## config.mk

```make
export PLATFORM = sky130hd
export DESIGN_NAME = gst_timer
export DESIGN_NICKNAME = d
export VERILOG_FILES = /design/src/gst_pkg.sv /design/src/gst_timer.sv
export SDC_FILE = /design/constraint.sdc
export NUM_CORES = 1
export LEC_CHECK = 0
export BUFFER_PORTS_ARGS = -buffer_cell sky130_fd_sc_hd__buf_2
export CAP_MARGIN = 0
export CORE_ASPECT_RATIO = 1.2
export CORE_MARGIN = 1
export CORE_UTILIZATION = 54
export DETAILED_ROUTE_END_ITERATION = 10
export PLACE_DENSITY = 0.91
export RECOVER_POWER = 25
export SETUP_SLACK_MARGIN = 0.3
export SYNTH_ARGS = -nofsm -noshare
export SYNTH_HDL_FRONTEND = slang
export SYNTH_SLANG_ARGS = --single-unit
export TNS_END_PERCENT = 50
```

## constraint.sdc

```tcl
create_clock -name clk -period 4 [get_ports clk]
set_input_delay 0 -clock clk [delete_from_list [all_inputs] [get_ports clk]]
set_output_delay 0 -clock clk [all_outputs]
set_load 0.03 [all_outputs]
```

## src/gst_pkg.sv

```systemverilog
// shared constants for the gated sixteen bit timer
package gst_pkg;
    // register byte offsets inside the slave window
    localparam logic [7:0] ADDR_TIMER_CTRL = 8'h00;
    localparam logic [7:0] ADDR_GATE_CTRL  = 8'h04;
    localparam logic [7:0] ADDR_COUNT_LOW  = 8'h08;
    localparam logic [7:0] ADDR_COUNT_HIGH = 8'h0c;
    localparam int         ADDR_W          = 8;

    // timer_control field positions
    localparam int TC_CS_HI   = 7;
    localparam int TC_CS_LO   = 6;
    localparam int TC_PS_HI   = 5;
    localparam int TC_PS_LO   = 4;
    localparam int TC_SECONDARY_OSCILLATOR    = 3;
    localparam int TC_SYNCDIS = 2;
    localparam int TC_ON      = 0;
    localparam logic [7:0] TC_WMASK = 8'hfd;

    // gate_control field positions
    localparam int GC_GE     = 7;
    localparam int GC_POL    = 6;
    localparam int GC_TM     = 5;
    localparam int GC_SPM    = 4;
    localparam int GC_GO     = 3;
    localparam int GC_GVAL   = 2;
    localparam int GC_GSS_HI = 1;
    localparam int GC_GSS_LO = 0;
    localparam logic [7:0] GC_WMASK = 8'hf3;

    // reset values and maximum count
    localparam logic [7:0]  TIMER_CTRL_RST = 8'h00;
    localparam logic [7:0]  GATE_CTRL_RST  = 8'h00;
    localparam logic [15:0] COUNT_RST      = 16'h0000;
    localparam logic [15:0] COUNT_MAX      = 16'hffff;

    // clock source codes
    localparam logic [1:0] CS_LOW_FREQ_INTERNAL_OSC = 2'h3;
    localparam logic [1:0] CS_PIN_OSC  = 2'h2;
    localparam logic [1:0] CS_FOSC     = 2'h1;
    localparam logic [1:0] CS_FOSC4    = 2'h0;

    // gate source codes
    localparam logic [1:0] GSS_PIN  = 2'h0;
    localparam logic [1:0] GSS_T0   = 2'h1;
    localparam logic [1:0] GSS_CMP1 = 2'h2;
    localparam logic [1:0] GSS_CMP2 = 2'h3;

    // instruction cycle phases of the system clock divided by four
    localparam logic [1:0] PHASE_Q1   = 2'h0;
    localparam logic [1:0] PHASE_LAST = 2'h3;

    // bus slave states, one-hot
    typedef enum logic [1:0] {
        GST_BUS_IDLE   = 2'b01,
        GST_BUS_RDWAIT = 2'b10
    } gst_bus_t;
endpackage

```

## src/gst_timer.sv

```systemverilog
// Operation
// - compare trigger in auto-conversion mode clears the whole count
// - a trigger clear never raises the rollover flag
// - compare value acts as period, count restarts from zero on match
// - a count byte write in the trigger cycle wins over the clear
// - clock source field picks low_freq_internal_osc, pin/osc, fosc or fosc/4
// - source 10 counts pin edges, or secondary oscillator when selected
// - prescale field divides selected clock by 1, 2, 4 or 8
// - sync_disable low synchronises external sources, ignored for 0x
// - timer_on enables counting; off stops and clears toggle flip-flop
// - gate_enable lets gate control counting only while timer is on
// - gate_polarity high counts on high gate, low counts on low
// - toggle mode routes gate through toggle flop; off clears it
// - single pulse mode bit places gate under single pulse control
// - acquire status is one while armed; cleared when done or mode off
// - gate value bit shows gate level sampled at first phase
// - gate source field picks pin, counter-zero wrap, cmp1 or cmp2
// - count readable and writable as separate low and high bytes
// - writable control bits reset to zero
// - count rolls from maximum to zero and flags rollover
// - falling edge of gate value bit raises gate event flag
// - armed single pulse counts from next active edge to trailing edge
// - counter-zero wrap pulse feeds the gate as source 01
//
// The register addresses and the AHB-Lite slave port are this design's own decisions.
`timescale 1ns/1ps
`default_nettype none
module gst_timer (
    input  wire logic        clk,             // system clock, 40 MHz
    input  wire logic        resetn,          // async reset, active low
    input  wire logic        ce,              // clock enable, freezes state
    input  wire logic        hsel,            // slave select
    input  wire logic [31:0] haddr,           // byte address
    input  wire logic [1:0]  htrans,          // transfer type
    input  wire logic        hwrite,          // write not read
    input  wire logic [2:0]  hsize,           // transfer size, word only
    input  wire logic [31:0] hwdata,          // write data
    input  wire logic        hready,          // bus ready
    output logic      [31:0] hrdata,          // read data
    output logic             hreadyout,       // slave ready
    output logic             hresp,           // always okay
    input  wire logic        low_freq_internal_osc_in,     // low_freq_internal_osc level
    input  wire logic        clock_pin_in,    // remapped_clock_pin level
    input  wire logic        secondary_oscillator_in,         // secondary_oscillator level
    input  wire logic        gate_pin_in,     // gate pin level
    input  wire logic        t0_wrap_in,      // counter_zero_timer wrap pulse
    input  wire logic        cmp1_in,         // comparator 1 output
    input  wire logic        cmp2_in,         // comparator 2 output
    input  wire logic        act_enable,      // compare unit in trigger mode
    input  wire logic [15:0] compare_value,   // compare_value_high:low
    output logic      [15:0] count_value,     // time base for compare unit
    output logic             rollover_flag,   // pulse on rollover
    output logic             gate_event_flag, // pulse on gate value fall
    output logic             act_clear,       // pulse on trigger clear
    output logic             gate_value       // gate_value_status copy
);
    typedef struct packed {
        logic [7:0]        tcon;
        logic [7:0]        gcon;
        logic [15:0]       cnt;
        logic [1:0]        phase;
        logic [2:0]        presc;
        logic              sync_a;
        logic              sync_b;
        logic              src_prev;
        logic              tff;
        logic              g_prev;
        logic              gt_prev;
        logic              sp_run;
        gst_pkg::gst_bus_t bus;
        logic [7:0]        addr;
        logic              wr_pend;
        logic [31:0]       rdata;
        logic              ready;
        logic              resp;
        logic              roll;
        logic              gevt;
        logic              actclr;
    } gst_state_t;

    localparam gst_state_t STATE_RST = '{
        tcon: gst_pkg::TIMER_CTRL_RST, gcon: gst_pkg::GATE_CTRL_RST,
        cnt: gst_pkg::COUNT_RST, phase: gst_pkg::PHASE_Q1,
        presc: 3'h0, sync_a: 1'b0, sync_b: 1'b0, src_prev: 1'b0,
        tff: 1'b0, g_prev: 1'b0, gt_prev: 1'b0, sp_run: 1'b0,
        bus: gst_pkg::GST_BUS_IDLE, addr: 8'h00, wr_pend: 1'b0,
        rdata: 32'h0000_0000, ready: 1'b1, resp: 1'b0,
        roll: 1'b0, gevt: 1'b0, actclr: 1'b0};

    gst_state_t s;
    gst_state_t n;

    logic [1:0]  cs;
    logic [1:0]  ps;
    logic [1:0]  gss;
    logic        on;
    logic        ext_raw;
    logic        ext_lvl;
    logic        src_tick;
    logic [2:0]  mask;
    logic        presc_tick;
    logic        gsrc;
    logic        g;
    logic        gt;
    logic        gt_rise;
    logic        gt_fall;
    logic        gate_lvl;
    logic        count_en;
    logic        inc;
    logic        act_fire;
    logic        accept;
    logic        cnt_wr;
    logic [31:0] rmux;

    // next-state logic for the whole block
    always_comb begin
        n = s;
        n.roll = 1'b0;
        n.gevt = 1'b0;
        n.actclr = 1'b0;
        cs = s.tcon[gst_pkg::TC_CS_HI:gst_pkg::TC_CS_LO];
        ps = s.tcon[gst_pkg::TC_PS_HI:gst_pkg::TC_PS_LO];
        gss = s.gcon[gst_pkg::GC_GSS_HI:gst_pkg::GC_GSS_LO];
        on = s.tcon[gst_pkg::TC_ON];
        n.phase = s.phase + 2'h1;

        // external source choice; low_freq_internal_osc shares the 1x sync path
        if (cs == gst_pkg::CS_LOW_FREQ_INTERNAL_OSC) begin
            ext_raw = low_freq_internal_osc_in;
        end else if (s.tcon[gst_pkg::TC_SECONDARY_OSCILLATOR]) begin
            ext_raw = secondary_oscillator_in;
        end else begin
            ext_raw = clock_pin_in;
        end
        n.sync_a = ext_raw;
        n.sync_b = s.sync_a;
        // unsynchronised path trades two cycles of latency for missed edges
        ext_lvl = s.tcon[gst_pkg::TC_SYNCDIS] ? ext_raw : s.sync_b;
        n.src_prev = ext_lvl;
        unique case (cs)
            gst_pkg::CS_FOSC4: src_tick = (s.phase == gst_pkg::PHASE_LAST);
            gst_pkg::CS_FOSC:  src_tick = 1'b1;
            gst_pkg::CS_PIN_OSC,
            gst_pkg::CS_LOW_FREQ_INTERNAL_OSC: src_tick = ext_lvl & ~s.src_prev;
        endcase

        // prescaler, held in reset while the timer is off
        unique case (ps)
            2'h0: mask = 3'h0;
            2'h1: mask = 3'h1;
            2'h2: mask = 3'h3;
            2'h3: mask = 3'h7;
        endcase
        presc_tick = src_tick & ((s.presc & mask) == mask);
        if (!on) begin
            n.presc = 3'h0;
        end else if (presc_tick) begin
            n.presc = 3'h0;
        end else if (src_tick) begin
            n.presc = s.presc + 3'h1;
        end

        // gate source and polarity
        unique case (gss)
            gst_pkg::GSS_PIN:  gsrc = gate_pin_in;
            gst_pkg::GSS_T0:   gsrc = t0_wrap_in;
            gst_pkg::GSS_CMP1: gsrc = cmp1_in;
            gst_pkg::GSS_CMP2: gsrc = cmp2_in;
        endcase
        g = s.gcon[gst_pkg::GC_POL] ? gsrc : ~gsrc;
        n.g_prev = g;
        if (!s.gcon[gst_pkg::GC_TM] || !on) begin
            n.tff = 1'b0;
        end else if (g & ~s.g_prev) begin
            n.tff = ~s.tff;
        end
        gt = s.gcon[gst_pkg::GC_TM] ? s.tff : g;
        n.gt_prev = gt;
        gt_rise = gt & ~s.gt_prev;
        gt_fall = ~gt & s.gt_prev;

        // single pulse: armed, runs one active phase, then disarms
        if (!s.gcon[gst_pkg::GC_SPM]) begin
            n.sp_run = 1'b0;
            n.gcon[gst_pkg::GC_GO] = 1'b0;
        end else if (s.sp_run && gt_fall) begin
            n.sp_run = 1'b0;
            n.gcon[gst_pkg::GC_GO] = 1'b0;
        end else if (s.gcon[gst_pkg::GC_GO] && !s.sp_run && gt_rise) begin
            n.sp_run = 1'b1;
        end
        gate_lvl = s.gcon[gst_pkg::GC_SPM] ? (s.sp_run & gt) : gt;

        // gate value sampled once per instruction cycle
        if (s.phase == gst_pkg::PHASE_Q1) begin
            n.gcon[gst_pkg::GC_GVAL] = gate_lvl;
            n.gevt = s.gcon[gst_pkg::GC_GVAL] & ~gate_lvl;
        end

        // counting and trigger clear
        count_en = on & (~s.gcon[gst_pkg::GC_GE] | gate_lvl);
        inc = presc_tick & count_en;
        act_fire = act_enable & inc & (s.cnt == compare_value);
        if (act_fire) begin
            n.cnt = gst_pkg::COUNT_RST;
            n.actclr = 1'b1;
        end else if (inc) begin
            n.cnt = s.cnt + 16'h0001;
            n.roll = (s.cnt == gst_pkg::COUNT_MAX);
        end

        // bus data phase of a write
        cnt_wr = 1'b0;
        if (s.wr_pend) begin
            unique case (s.addr)
                gst_pkg::ADDR_TIMER_CTRL: begin
                    n.tcon = hwdata[7:0] & gst_pkg::TC_WMASK;
                end
                gst_pkg::ADDR_GATE_CTRL: begin
                    n.gcon = (hwdata[7:0] & gst_pkg::GC_WMASK)
                           | (n.gcon & ~gst_pkg::GC_WMASK);
                    // arming only sticks while single pulse mode is on
                    n.gcon[gst_pkg::GC_GO] = hwdata[gst_pkg::GC_GO]
                                           & hwdata[gst_pkg::GC_SPM];
                end
                gst_pkg::ADDR_COUNT_LOW: begin
                    n.cnt = {s.cnt[15:8], hwdata[7:0]};
                    cnt_wr = 1'b1;
                end
                gst_pkg::ADDR_COUNT_HIGH: begin
                    n.cnt = {hwdata[7:0], s.cnt[7:0]};
                    cnt_wr = 1'b1;
                end
                default: begin
                end
            endcase
        end
        if (cnt_wr) begin
            n.actclr = 1'b0;
            n.roll = 1'b0;
        end

        // read mux; unmapped offsets read as zero
        unique case (s.addr)
            gst_pkg::ADDR_TIMER_CTRL: rmux = {24'h000000, s.tcon};
            gst_pkg::ADDR_GATE_CTRL:  rmux = {24'h000000, s.gcon};
            gst_pkg::ADDR_COUNT_LOW:  rmux = {24'h000000, s.cnt[7:0]};
            gst_pkg::ADDR_COUNT_HIGH: rmux = {24'h000000, s.cnt[15:8]};
            default:                  rmux = 32'h0000_0000;
        endcase

        // bus address phase; reads wait one cycle so a write just before
        // has landed before the value is picked
        n.wr_pend = 1'b0;
        n.resp = 1'b0;
        accept = hsel & htrans[1] & hready;
        unique case (s.bus)
            gst_pkg::GST_BUS_IDLE: begin
                if (accept) begin
                    n.addr = haddr[gst_pkg::ADDR_W-1:0];
                    if (hwrite) begin
                        n.wr_pend = 1'b1;
                    end else begin
                        n.bus = gst_pkg::GST_BUS_RDWAIT;
                        n.ready = 1'b0;
                    end
                end
            end
            gst_pkg::GST_BUS_RDWAIT: begin
                n.rdata = rmux;
                n.ready = 1'b1;
                n.bus = gst_pkg::GST_BUS_IDLE;
            end
            default: begin
                n.bus = gst_pkg::GST_BUS_IDLE;
                n.ready = 1'b1;
            end
        endcase
    end

    // single state register, frozen while ce is low
    always_ff @(posedge clk or negedge resetn) begin
        if (!resetn) begin
            s <= STATE_RST;
        end else if (ce) begin
            s <= n;
        end
    end

    // outputs come straight from the state register
    assign hrdata          = s.rdata;
    assign hreadyout       = s.ready;
    assign hresp           = s.resp;
    assign count_value     = s.cnt;
    assign rollover_flag   = s.roll;
    assign gate_event_flag = s.gevt;
    assign act_clear       = s.actclr;
    assign gate_value      = s.gcon[gst_pkg::GC_GVAL];
endmodule
`default_nettype wire

```

==> flow_summary.yaml, run 1 <==
setup_path:
  worstSetupEndpointType: "register"
  reg2reg_depth: 7
  required_ps: 4220
  crit_type: "register to register"
  worstPathArrival_ps: 3210
  crit_path_start_kind: "register"
  crit_path_top_delay_cell: "and4_1"
  worstSetupEndpoint: "count_value[11]"
  regToRegSetupSlack_ps: 1010
  path_max_fanout: 14
  crit_start: "gss[1]"
  reg2reg_to: "count_value[11]"
  path_cells: "mux4_2 -> xor2_2 -> o311ai_4 -> and4_1 -> nand4_1 -> and3_1 -> or3_1"
  reg2reg_from: "gss[1]"
  slowest_delay_ps: 620
clocking:
  htree_levels: 3
  cts_tree: "built"
  clock-sinks: 65
  post_cts_buffers: 0
  path_clk_slew_ps: 70
  cts-buffers-inserted: 9
  clk_root_buffer_cell: "clkbuf_8"
  cts_buffer_depth: 2
  insertion_delay_ps: 350
global_routing:
  busiest_layer: "met2"
  track_usage: 0.279
  antenna_found_initial: 0
  use_met2: 0.443
  gr-usage-met1: 0.344
  grt_pass1_wl_um: 16800
  grt_pass1_vias: 3458
  use_met3: 0.0794
  grt_max_degree: 66
  gr-total-overflow: 0
timing:
  rsz0062_at_grt: "false"
  worst_pin_slew_ps: 1600
  slew_viol_final: 66
  period_minus_slack_ps: 2990
  finalClockSkew_ps: 12.3
  finalCritPeriodShare: 0.747
  tns_ps: 0
  slew_headroom: -0.0650
  final-hold-violation-count: 0
  max_freq_mhz: 335
  setup_violations: 0
drt:
  ant_nets: 0
  routedWlPerCell_um: 17.9
  first_iter_violations: 284
  vias: 3548
  routed_wirelength_um: 10400
  viasPerCell: 6.11
  drcViolationCount: 0
  drtPass1Iterations: 7
pwr:
  ir_drop_uv: 324
  power_density_mw_per_mm2: 426
  p_leak_nw: 2.07
  finalPower_mw: 1.99
floorplan:
  start_util: 0.567
  rows: 34
  ioPinCount: 153
  core_mm2: 0.00736
  die_y_um: 98.3
  die_w_um: 82.2
  die_area_mm2: 0.00808
synth:
  async_flop_share: 1.00
  ys_seq_elements: 65
  avgSynthCellArea_um2: 9.82
  ys_seq_area_frac: 0.390
  yosys.cell_types.count: 65
  synth_warnings: 0
  synth-main-ff-cell: "dfrtp_1"
  synth_edf_count: 0
  syn_inst: 425
  synth_area_mm2: 0.00417
run_status:
  status: "finished, violations left"
  violations: "max-capacitance violations, max-slew violations"
place:
  hpwl_um: 7320
  numPortBuffers: 75
  gp_congestion: 0.883
  placed_cell_area_mm2: 0.00429
hold_path:
  hp-class: "input port to register"
  min_from: "hwdata[5]"
finish:
  area_growth_pct: 12.0
  stdcell_area_mm2: 0.00467
  fin_nets: 589
  drive_gt1_frac: 0.267
  insertedDiodeCount: 0
flow_run:
  maxCapViolCount: 1
-- cells in the final DEF, fill, tap and decap left out, drive strengths merged, types with 7 or more instances in the layout --
| master | netlist | final |
|---|---|---|
| buf | 60 | 66 |
| dfrtp | 64 | 64 |
| nand2 | 40 | 40 |
| o21ai | 32 | 32 |
| conb | 1 | 25 |
| inv | 23 | 23 |
| mux2 | 23 | 23 |
| clkbuf | 9 | 23 |
| a21oi | 20 | 20 |
| dlygate4sd3 | 0 | 16 |
| nor2 | 15 | 15 |
| nand3 | 15 | 15 |
| xnor2 | 12 | 12 |
| nand4 | 12 | 12 |
| mux4 | 8 | 8 |
| nor4 | 7 | 7 |
-- cells by family after synthesis --
kind of cell	synth area share
AND/OR/NAND/NOR	0.162
buffers and inverters	0.139
AO/OA/AOI/OAI	0.145
flip-flops	0.390
multiplexers	0.112
XOR/XNOR	0.0396
adder cells (fa/ha/maj)	0.0120
other	0.000899
-- power breakdown --
part           internal, mW  switching, mW  total [mW]
logic                 0.200          0.246       0.446
clock network         0.428          0.262       0.689
registers             0.732          0.122       0.855
total                  1.36          0.629        1.99
-- worst min path at each step --
| stage | to | slack, ps | cells past startpoint |
|---|---|---|---|
| final | ps[1] | 9 | 3 |
| after CTS | ps[1] | 6 | 3 |
| after global routing | s[81] | 1 | 2 |
| after floorplan | async pin | -300 | 0 |
| after global placement | s[47] | 220 | 2 |
| after detailed placement | s[56] | 240 | 2 |
-- per-layer routing --
| layer | share of wire | vias up |
|---|---|---|
| li1 | - | 1573 |
| met1 | 0.37 | 1677 |
| met2 | 0.49 | 251 |
| met3 | 0.10 | 47 |
| met4 | 0.034 | 0 |
| met5 | 0 | - |
-- stage by stage --
step,hold WS [ps],worst slack [ps],util,instances
6_report,9.38,1010,0.635,581
5_1_grt,1.43,899,0.635,581
4_1_cts,6.21,1030,0.637,581
3_5_place_dp,241,1080,0.583,549
3_3_place_gp,218,1100,0.583,549
2_1_floorplan,-296,1600,-,449
-- Yosys cell counts, drive strengths merged, types with 7 or more instances --
master  instances  area, um^2
nand3          15        85.1
nand2          40         150
nor4            7        65.1
nor2           15        56.3
buf            60         434
inv            23        86.3
mux2           23         259
xnor2          12         105
nand4          12        96.3
a21oi          20         100
o21ai          32         160
dfrtp          64        1600
mux4            8         180
clkbuf          9        57.6
-- flip-flops by register name (all words and copies together) (netlist names), 2 cells and up, named ones only --
name	cells
s	28
count_value	16
hrdata	8
cs	2
gss	2
ps	2
-- area by class of cell --
type / count / area (um^2)
clock inverters: 6 / 105
clock buffers: 10 / 138
inverters: 23 / 86.3
repair buffers: 95 / 548
fillers: 570 / 2690
multi-input cells: 292 / 2060
well taps: 90 / 113
flip-flops and latches: 65 / 1630
-- critical path: cells and delay by family, from the launching register on --
family           cells  cell delay (ps)
AO/OA/AOI/OAI        1              240
XOR/XNOR             1              210
flip-flops           1              390
multiplexers         1              570
AND/OR/NAND/NOR      4             1450
-- what timing repair did --
action | 4_1_cts | 5_1_grt
hold endpoints to repair | 85 | 0
hold buffers | 16 | 0
gates resized for setup | 0 | 0
Power figures use the tool's default switching activity.
==> run 2: changes to the inputs <==
--- a/config.mk
+++ b/config.mk
@@ -9,9 +9,9 @@
 export CAP_MARGIN = 0
 export CORE_ASPECT_RATIO = 1.2
 export CORE_MARGIN = 1
-export CORE_UTILIZATION = 54
+export CORE_UTILIZATION = 50
 export DETAILED_ROUTE_END_ITERATION = 10
-export PLACE_DENSITY = 0.91
+export PLACE_DENSITY = 0.86
 export RECOVER_POWER = 25
 export SETUP_SLACK_MARGIN = 0.3
 export SYNTH_ARGS = -nofsm -noshare
==> constraint.sdc (replaced) <==
create_clock -name clk -period 2.8 [get_ports clk]
set_input_delay 0 -clock clk [delete_from_list [all_inputs] [get_ports clk]]
set_output_delay 0 -clock clk [all_outputs]
set_load 0.03 [all_outputs]
==> flow_summary.yaml, run 2 (synthesis gave the netlist of run 1 again) <==
pwr:
  intPower_mw: 1.80
  ir_drop_uv: 365
  p_comb_frac: 0.276
  p_sw_frac: 0.345
  finalPower_mw: 2.75
  p_leak_nw: 2.26
  switchingPower_mw: 0.947
  power_frac_clock: 0.286
  p_seq_frac: 0.438
  power_density_mw_per_mm2: 543
setup_path:
  crit_family: "multiplexers"
  cp_common_cell: "buf_12"
  worstPathArrival_ps: 2900
  crit_type: "register to register"
  slowest_delay_ps: 580
  reg2reg_to: "count_value[10]"
  reg2reg_depth: 10
  path_cells: "mux4_2 -> xor2_4 -> o311ai_4 -> and4_4 -> buf_12 -> buf_12 -> a21oi_2 -> clkdlybuf4s15_2 -> a21oi_1 -> o22ai_1"
  required_ps: 3030
  regToRegSetupSlack_ps: 130
  worstSetupEndpointType: "register"
  path_buf_inv: 3
  reg2reg_from: "gss[1]"
  crit_path_top_delay_cell: "mux4_2"
  path_max_fanout: 5
  crit_path_start_kind: "register"
hold_path:
  hold_path_end: "s[87]"
  whs_path_depth: 2
  min_from: "hwdata[3]"
  hp-class: "input port to register"
finish:
  multi_input_area_mm2: 0.00215
  largest_register: "s"
  area_growth_pct: 21.2
  largest_reg_flops: 28
  mostFrequentLayoutCells: "71 x buf_2, 64 x dfrtp_1, 40 x nand2_1"
  regArea_mm2: 0.00163
  num-fill-cells: 616
  insertedDiodeCount: 0
  mostFrequentLayoutCell: "buf_2"
  drive_gt1_frac: 0.340
  stdcell_area_mm2: 0.00505
  fin_nets: 622
floorplan:
  ioPinCount: 153
  die_area_mm2: 0.00871
  rows: 36
  core_mm2: 0.00811
  die_y_um: 102
  start_util: 0.515
  die_w_um: 85.4
drt:
  drcViolationCount: 0
  ant_nets: 0
  routedWlPerCell_um: 18.8
  routed_wirelength_um: 11700
  viasPerCell: 6.18
  first_iter_violations: 473
  drtPass1Iterations: 6
  vias: 3824
global_routing:
  gr-total-overflow: 0
  grt_pass1_wl_um: 17500
  grt_pass1_vias: 3581
  antenna_found_initial: 0
  grt_max_degree: 32
  track_usage: 0.267
timing:
  period_minus_slack_ps: 2670
  max_freq_mhz: 374
  slew_viol_final: 0
  final-hold-violation-count: 0
  slew_headroom: 0.215
  rsz0062_at_grt: "true"
  finalCritPeriodShare: 0.954
  finalClockSkew_ps: 9.36
  setup_violations: 0
  worst_pin_slew_ps: 1180
clocking:
  cts_buffer_depth: 2
  clk_root_buffer_cell: "clkbuf_8"
  cts-buffers-inserted: 9
  insertion_delay_ps: 350
  path_clk_slew_ps: 70
  clock-sinks: 65
  htree_levels: 3
  cts_tree: "built"
flow_run:
  maxCapViolCount: 0
place:
  gp_congestion: 0.932
  hpwl_um: 7640
  numPortBuffers: 75
  placed_cell_area_mm2: 0.00440
run_status:
  status: "complete, no violations"
-- run 2: cell count changes in the layout (fill, tap and decap cells not counted), sizes merged --
cell / before / now
buf: 66 / 103
bufinv: 3 / 1
clkbuf: 23 / 16
clkdlybuf4s15: 0 / 1
clkinvlp: 0 / 1
dlygate4sd3: 16 / 19
-- run 2: per-layer routing --
metal  track usage  routed length [um]  up-vias
met1         0.324                4400     1847
met2         0.447                5560      257
li1              -                   -     1647
met5             0                   0        -
met3        0.0654                1150       73
met4         0.136                 554        0
-- run 2: stage by stage --
| stage | setup slack (ps) | hold slack (ps) | utilization | setup TNS [ps] | cells |
|---|---|---|---|---|---|
| final | 128 | 48.0 | 0.623 | 0 | 619 |
| after global routing | -20.2 | 29.5 | 0.623 | -20.2 | 619 |
| after CTS | 185 | 24.3 | 0.605 | 0 | 611 |
| after detailed placement | 131 | -22.1 | 0.542 | 0 | 566 |
| after global placement | 166 | -26.9 | 0.542 | 0 | 566 |
| after floorplan | 400 | -296 | - | 0 | 449 |
-- run 2: how the worst max path moves through the flow --
stage / start / end / slack, ps / cells past startpoint
floorplan: gss[1] / count_value[11] / 400 / 8
global placement: gss[1] / count_value[11] / 170 / 8
detailed placement: gss[1] / count_value[11] / 130 / 8
CTS: gss[1] / count_value[11] / 180 / 8
global route: gss[1] / count_value[9] / -20 / 10
finish: gss[1] / count_value[10] / 130 / 10
-- run 2: power by group through the flow --
stage / combinational, mW / sequential, mW / clock, mW
after global placement: 0.646 / 1.20 / 0
after CTS: 0.712 / 1.20 / 0.781
after detailed placement: 0.667 / 1.21 / 0
final: 0.758 / 1.20 / 0.785
after floorplan: 0.545 / 1.17 / 0
after global routing: 0.815 / 1.22 / 0.834
-- run 2: final cells by class --
class,instances,share of cell area
Multi-Input combinational cell,292,0.425
Inverter,23,0.0171
Sequential cell,65,0.322
Tap cell,95,0.0235
Clock buffer,11,0.0260
Timing Repair Buffer,128,0.175
Clock inverter,5,0.0111
-- run 2: repair_timing --
action	in CTS	in global routing
setup buffers	9	7
endpoints found under the setup margin	11	17
hold buffers	19	0
pin swaps	9	7
cloned	1	1
gates resized for setup	6	20
hold endpoints to repair	41	0
==> run 3: changes to the inputs <==
--- a/config.mk
+++ b/config.mk
@@ -7,7 +7,7 @@
 export LEC_CHECK = 0
 export BUFFER_PORTS_ARGS = -buffer_cell sky130_fd_sc_hd__buf_2
 export CAP_MARGIN = 0
-export CORE_ASPECT_RATIO = 1.2
+export CORE_ASPECT_RATIO = 1.1
 export CORE_MARGIN = 1
 export CORE_UTILIZATION = 50
 export DETAILED_ROUTE_END_ITERATION = 10
==> flow_summary.yaml, run 3 (synthesis gave the netlist of run 1 again) <==
finish:
  area_growth_pct: 20.8
  largest_register: "s"
  instances_no_fill: 631
  drive_gt1_frac: 0.321
  mostFrequentLayoutCell: "buf_2"
  largest_reg_flops: 28
  insertedDiodeCount: 0
  utilization: 0.630
  num-fill-cells: 628
  mostFrequentLayoutCells: "65 x buf_2, 64 x dfrtp_1, 40 x nand2_1"
  fin_nets: 622
clocking:
  cts_tree: "built"
  clk_root_buffer_cell: "clkbuf_8"
  clock-sinks: 65
  insertion_delay_ps: 360
  cts_buffer_depth: 2
  htree_levels: 3
  cts-buffers-inserted: 9
  path_clk_slew_ps: 70
pwr:
  p_leak_nw: 2.24
  finalPower_mw: 2.76
  power_density_mw_per_mm2: 547
  power_frac_clock: 0.298
  switchingPower_mw: 0.920
  intPower_mw: 1.84
  ir_drop_uv: 364
  p_seq_frac: 0.433
  p_comb_frac: 0.269
  p_sw_frac: 0.334
drt:
  drtPass1Iterations: 5
  vias: 3788
  ant_nets: 0
  routed_wirelength_um: 11700
  viasPerCell: 6.00
  routedWlPerCell_um: 18.5
  first_iter_violations: 465
  drcViolationCount: 0
place:
  numPortBuffers: 75
  gp_congestion: 0.934
  hpwl_um: 7490
  place_inst: 577
run_status:
  status: "finished, violations left"
  violations: "max-capacitance violations, max-slew violations"
floorplan:
  rows: 34
  start_util: 0.522
  die_w_um: 89.1
  core_mm2: 0.00800
  ioPinCount: 153
  die_y_um: 97.8
  die_area_mm2: 0.00871
timing:
  tns_ps: 0
  finalCritPeriodShare: 0.959
  rsz0062_at_grt: "true"
  max_freq_mhz: 373
  period_minus_slack_ps: 2680
  slew_headroom: -0.0321
  final-hold-violation-count: 0
  holdWs_ps: 78.5
  setup_violations: 0
  worst_pin_slew_ps: 1550
  slew_viol_final: 30
  finalClockSkew_ps: 8.44
hold_path:
  hp-class: "input port to register"
setup_path:
  crit_type: "register to register"
  path_max_fanout: 4
  worstSetupEndpointType: "register"
  crit_path_start_kind: "register"
  worstPathArrival_ps: 2960
  required_ps: 3080
global_routing:
  use_met2: 0.417
  grt_max_degree: 38
  use_met3: 0.0659
  grt_pass1_vias: 3583
  antenna_found_initial: 0
  grt_pass1_wl_um: 17700
  gr-total-overflow: 0
  track_usage: 0.272
  busiest_layer: "met2"
  gr-usage-met1: 0.342
flow_run:
  maxCapViolCount: 1
## run 3: cell types whose count changed in the layout (fill, tap and decap cells not counted), moves of 2 or more
cell and change:
clkbuf_1 +4, buf_2 -6, o21ai_2 -2, o21ai_0 +2
clkbuf_8 +2
## run 3: area by class of cell
type / instances / area [um^2] / share of cell area
clock inverter: 3 / 40.0 / 0.00794
clock buffer: 12 / 155 / 0.0308
timing repair buffer: 128 / 881 / 0.175
sequential: 65 / 1630 / 0.323
inverter: 23 / 86.3 / 0.0171
multi-input combinational: 292 / 2110 / 0.420
tap: 108 / 135 / 0.0268
## run 3: power groups by stage
stage	Clock, mW	Sequential (mW)	Combinational, mW
floorplan	0	1.17	0.545
global placement	0	1.20	0.645
detailed placement	0	1.21	0.667
CTS	0.819	1.19	0.715
global route	0.865	1.21	0.805
finish	0.822	1.19	0.741
## run 3: repair_timing
item	CTS	global route
endpoints found under the hold margin	51	0
pin swaps	7	9
setup buffers	10	9
gates cloned	1	0
setup endpoints to repair	12	22
resized for setup	6	13
hold buffers	19	0
## run 3: worst max-delay path, stage by stage, from the launching register on
cell and delay [ps]:
dfrtp_1 380, mux4_2 600, xor2_4 200, o311ai_4 250
buf_4 160, buf_6 90, nand4_4 120, buf_12 180
nor4_1 370, a21oi_1 90, o211ai_1 170
## run 3: worst paths after layout
| path | slack, ps | from | to | cells past startpoint |
|---|---|---|---|---|
| min in group asynchronous | 550 | resetn | s[53] | 2 |
| hold reg to reg | 480 | hrdata[6] | hrdata[6] | 2 |
| hold / removal | 80 | hwdata[4] | s[80] | 2 |
| max in group asynchronous | 990 | resetn | hrdata[6] | 3 |
| setup reg to reg | 120 | gss[1] | count_value[9] | 10 |
| setup / recovery | 120 | gss[1] | count_value[9] | 10 |
## run 3: metrics by stage
step / setup WS, ps / area [um^2]
final: 115 / 5040
after global routing: 26.4 / 5040
after CTS: 179 / 4930
after detailed placement: 95.3 / 4410
after global placement: 151 / 4410
after floorplan: 400 / 4260
## run 3: routing by layer
metal / vias to the layer above / part of all wire
met2: 287 / 0.47
met4: 0 / 0.051
met5: - / 0
li1: 1646 / -
met3: 60 / 0.096
met1: 1795 / 0.38
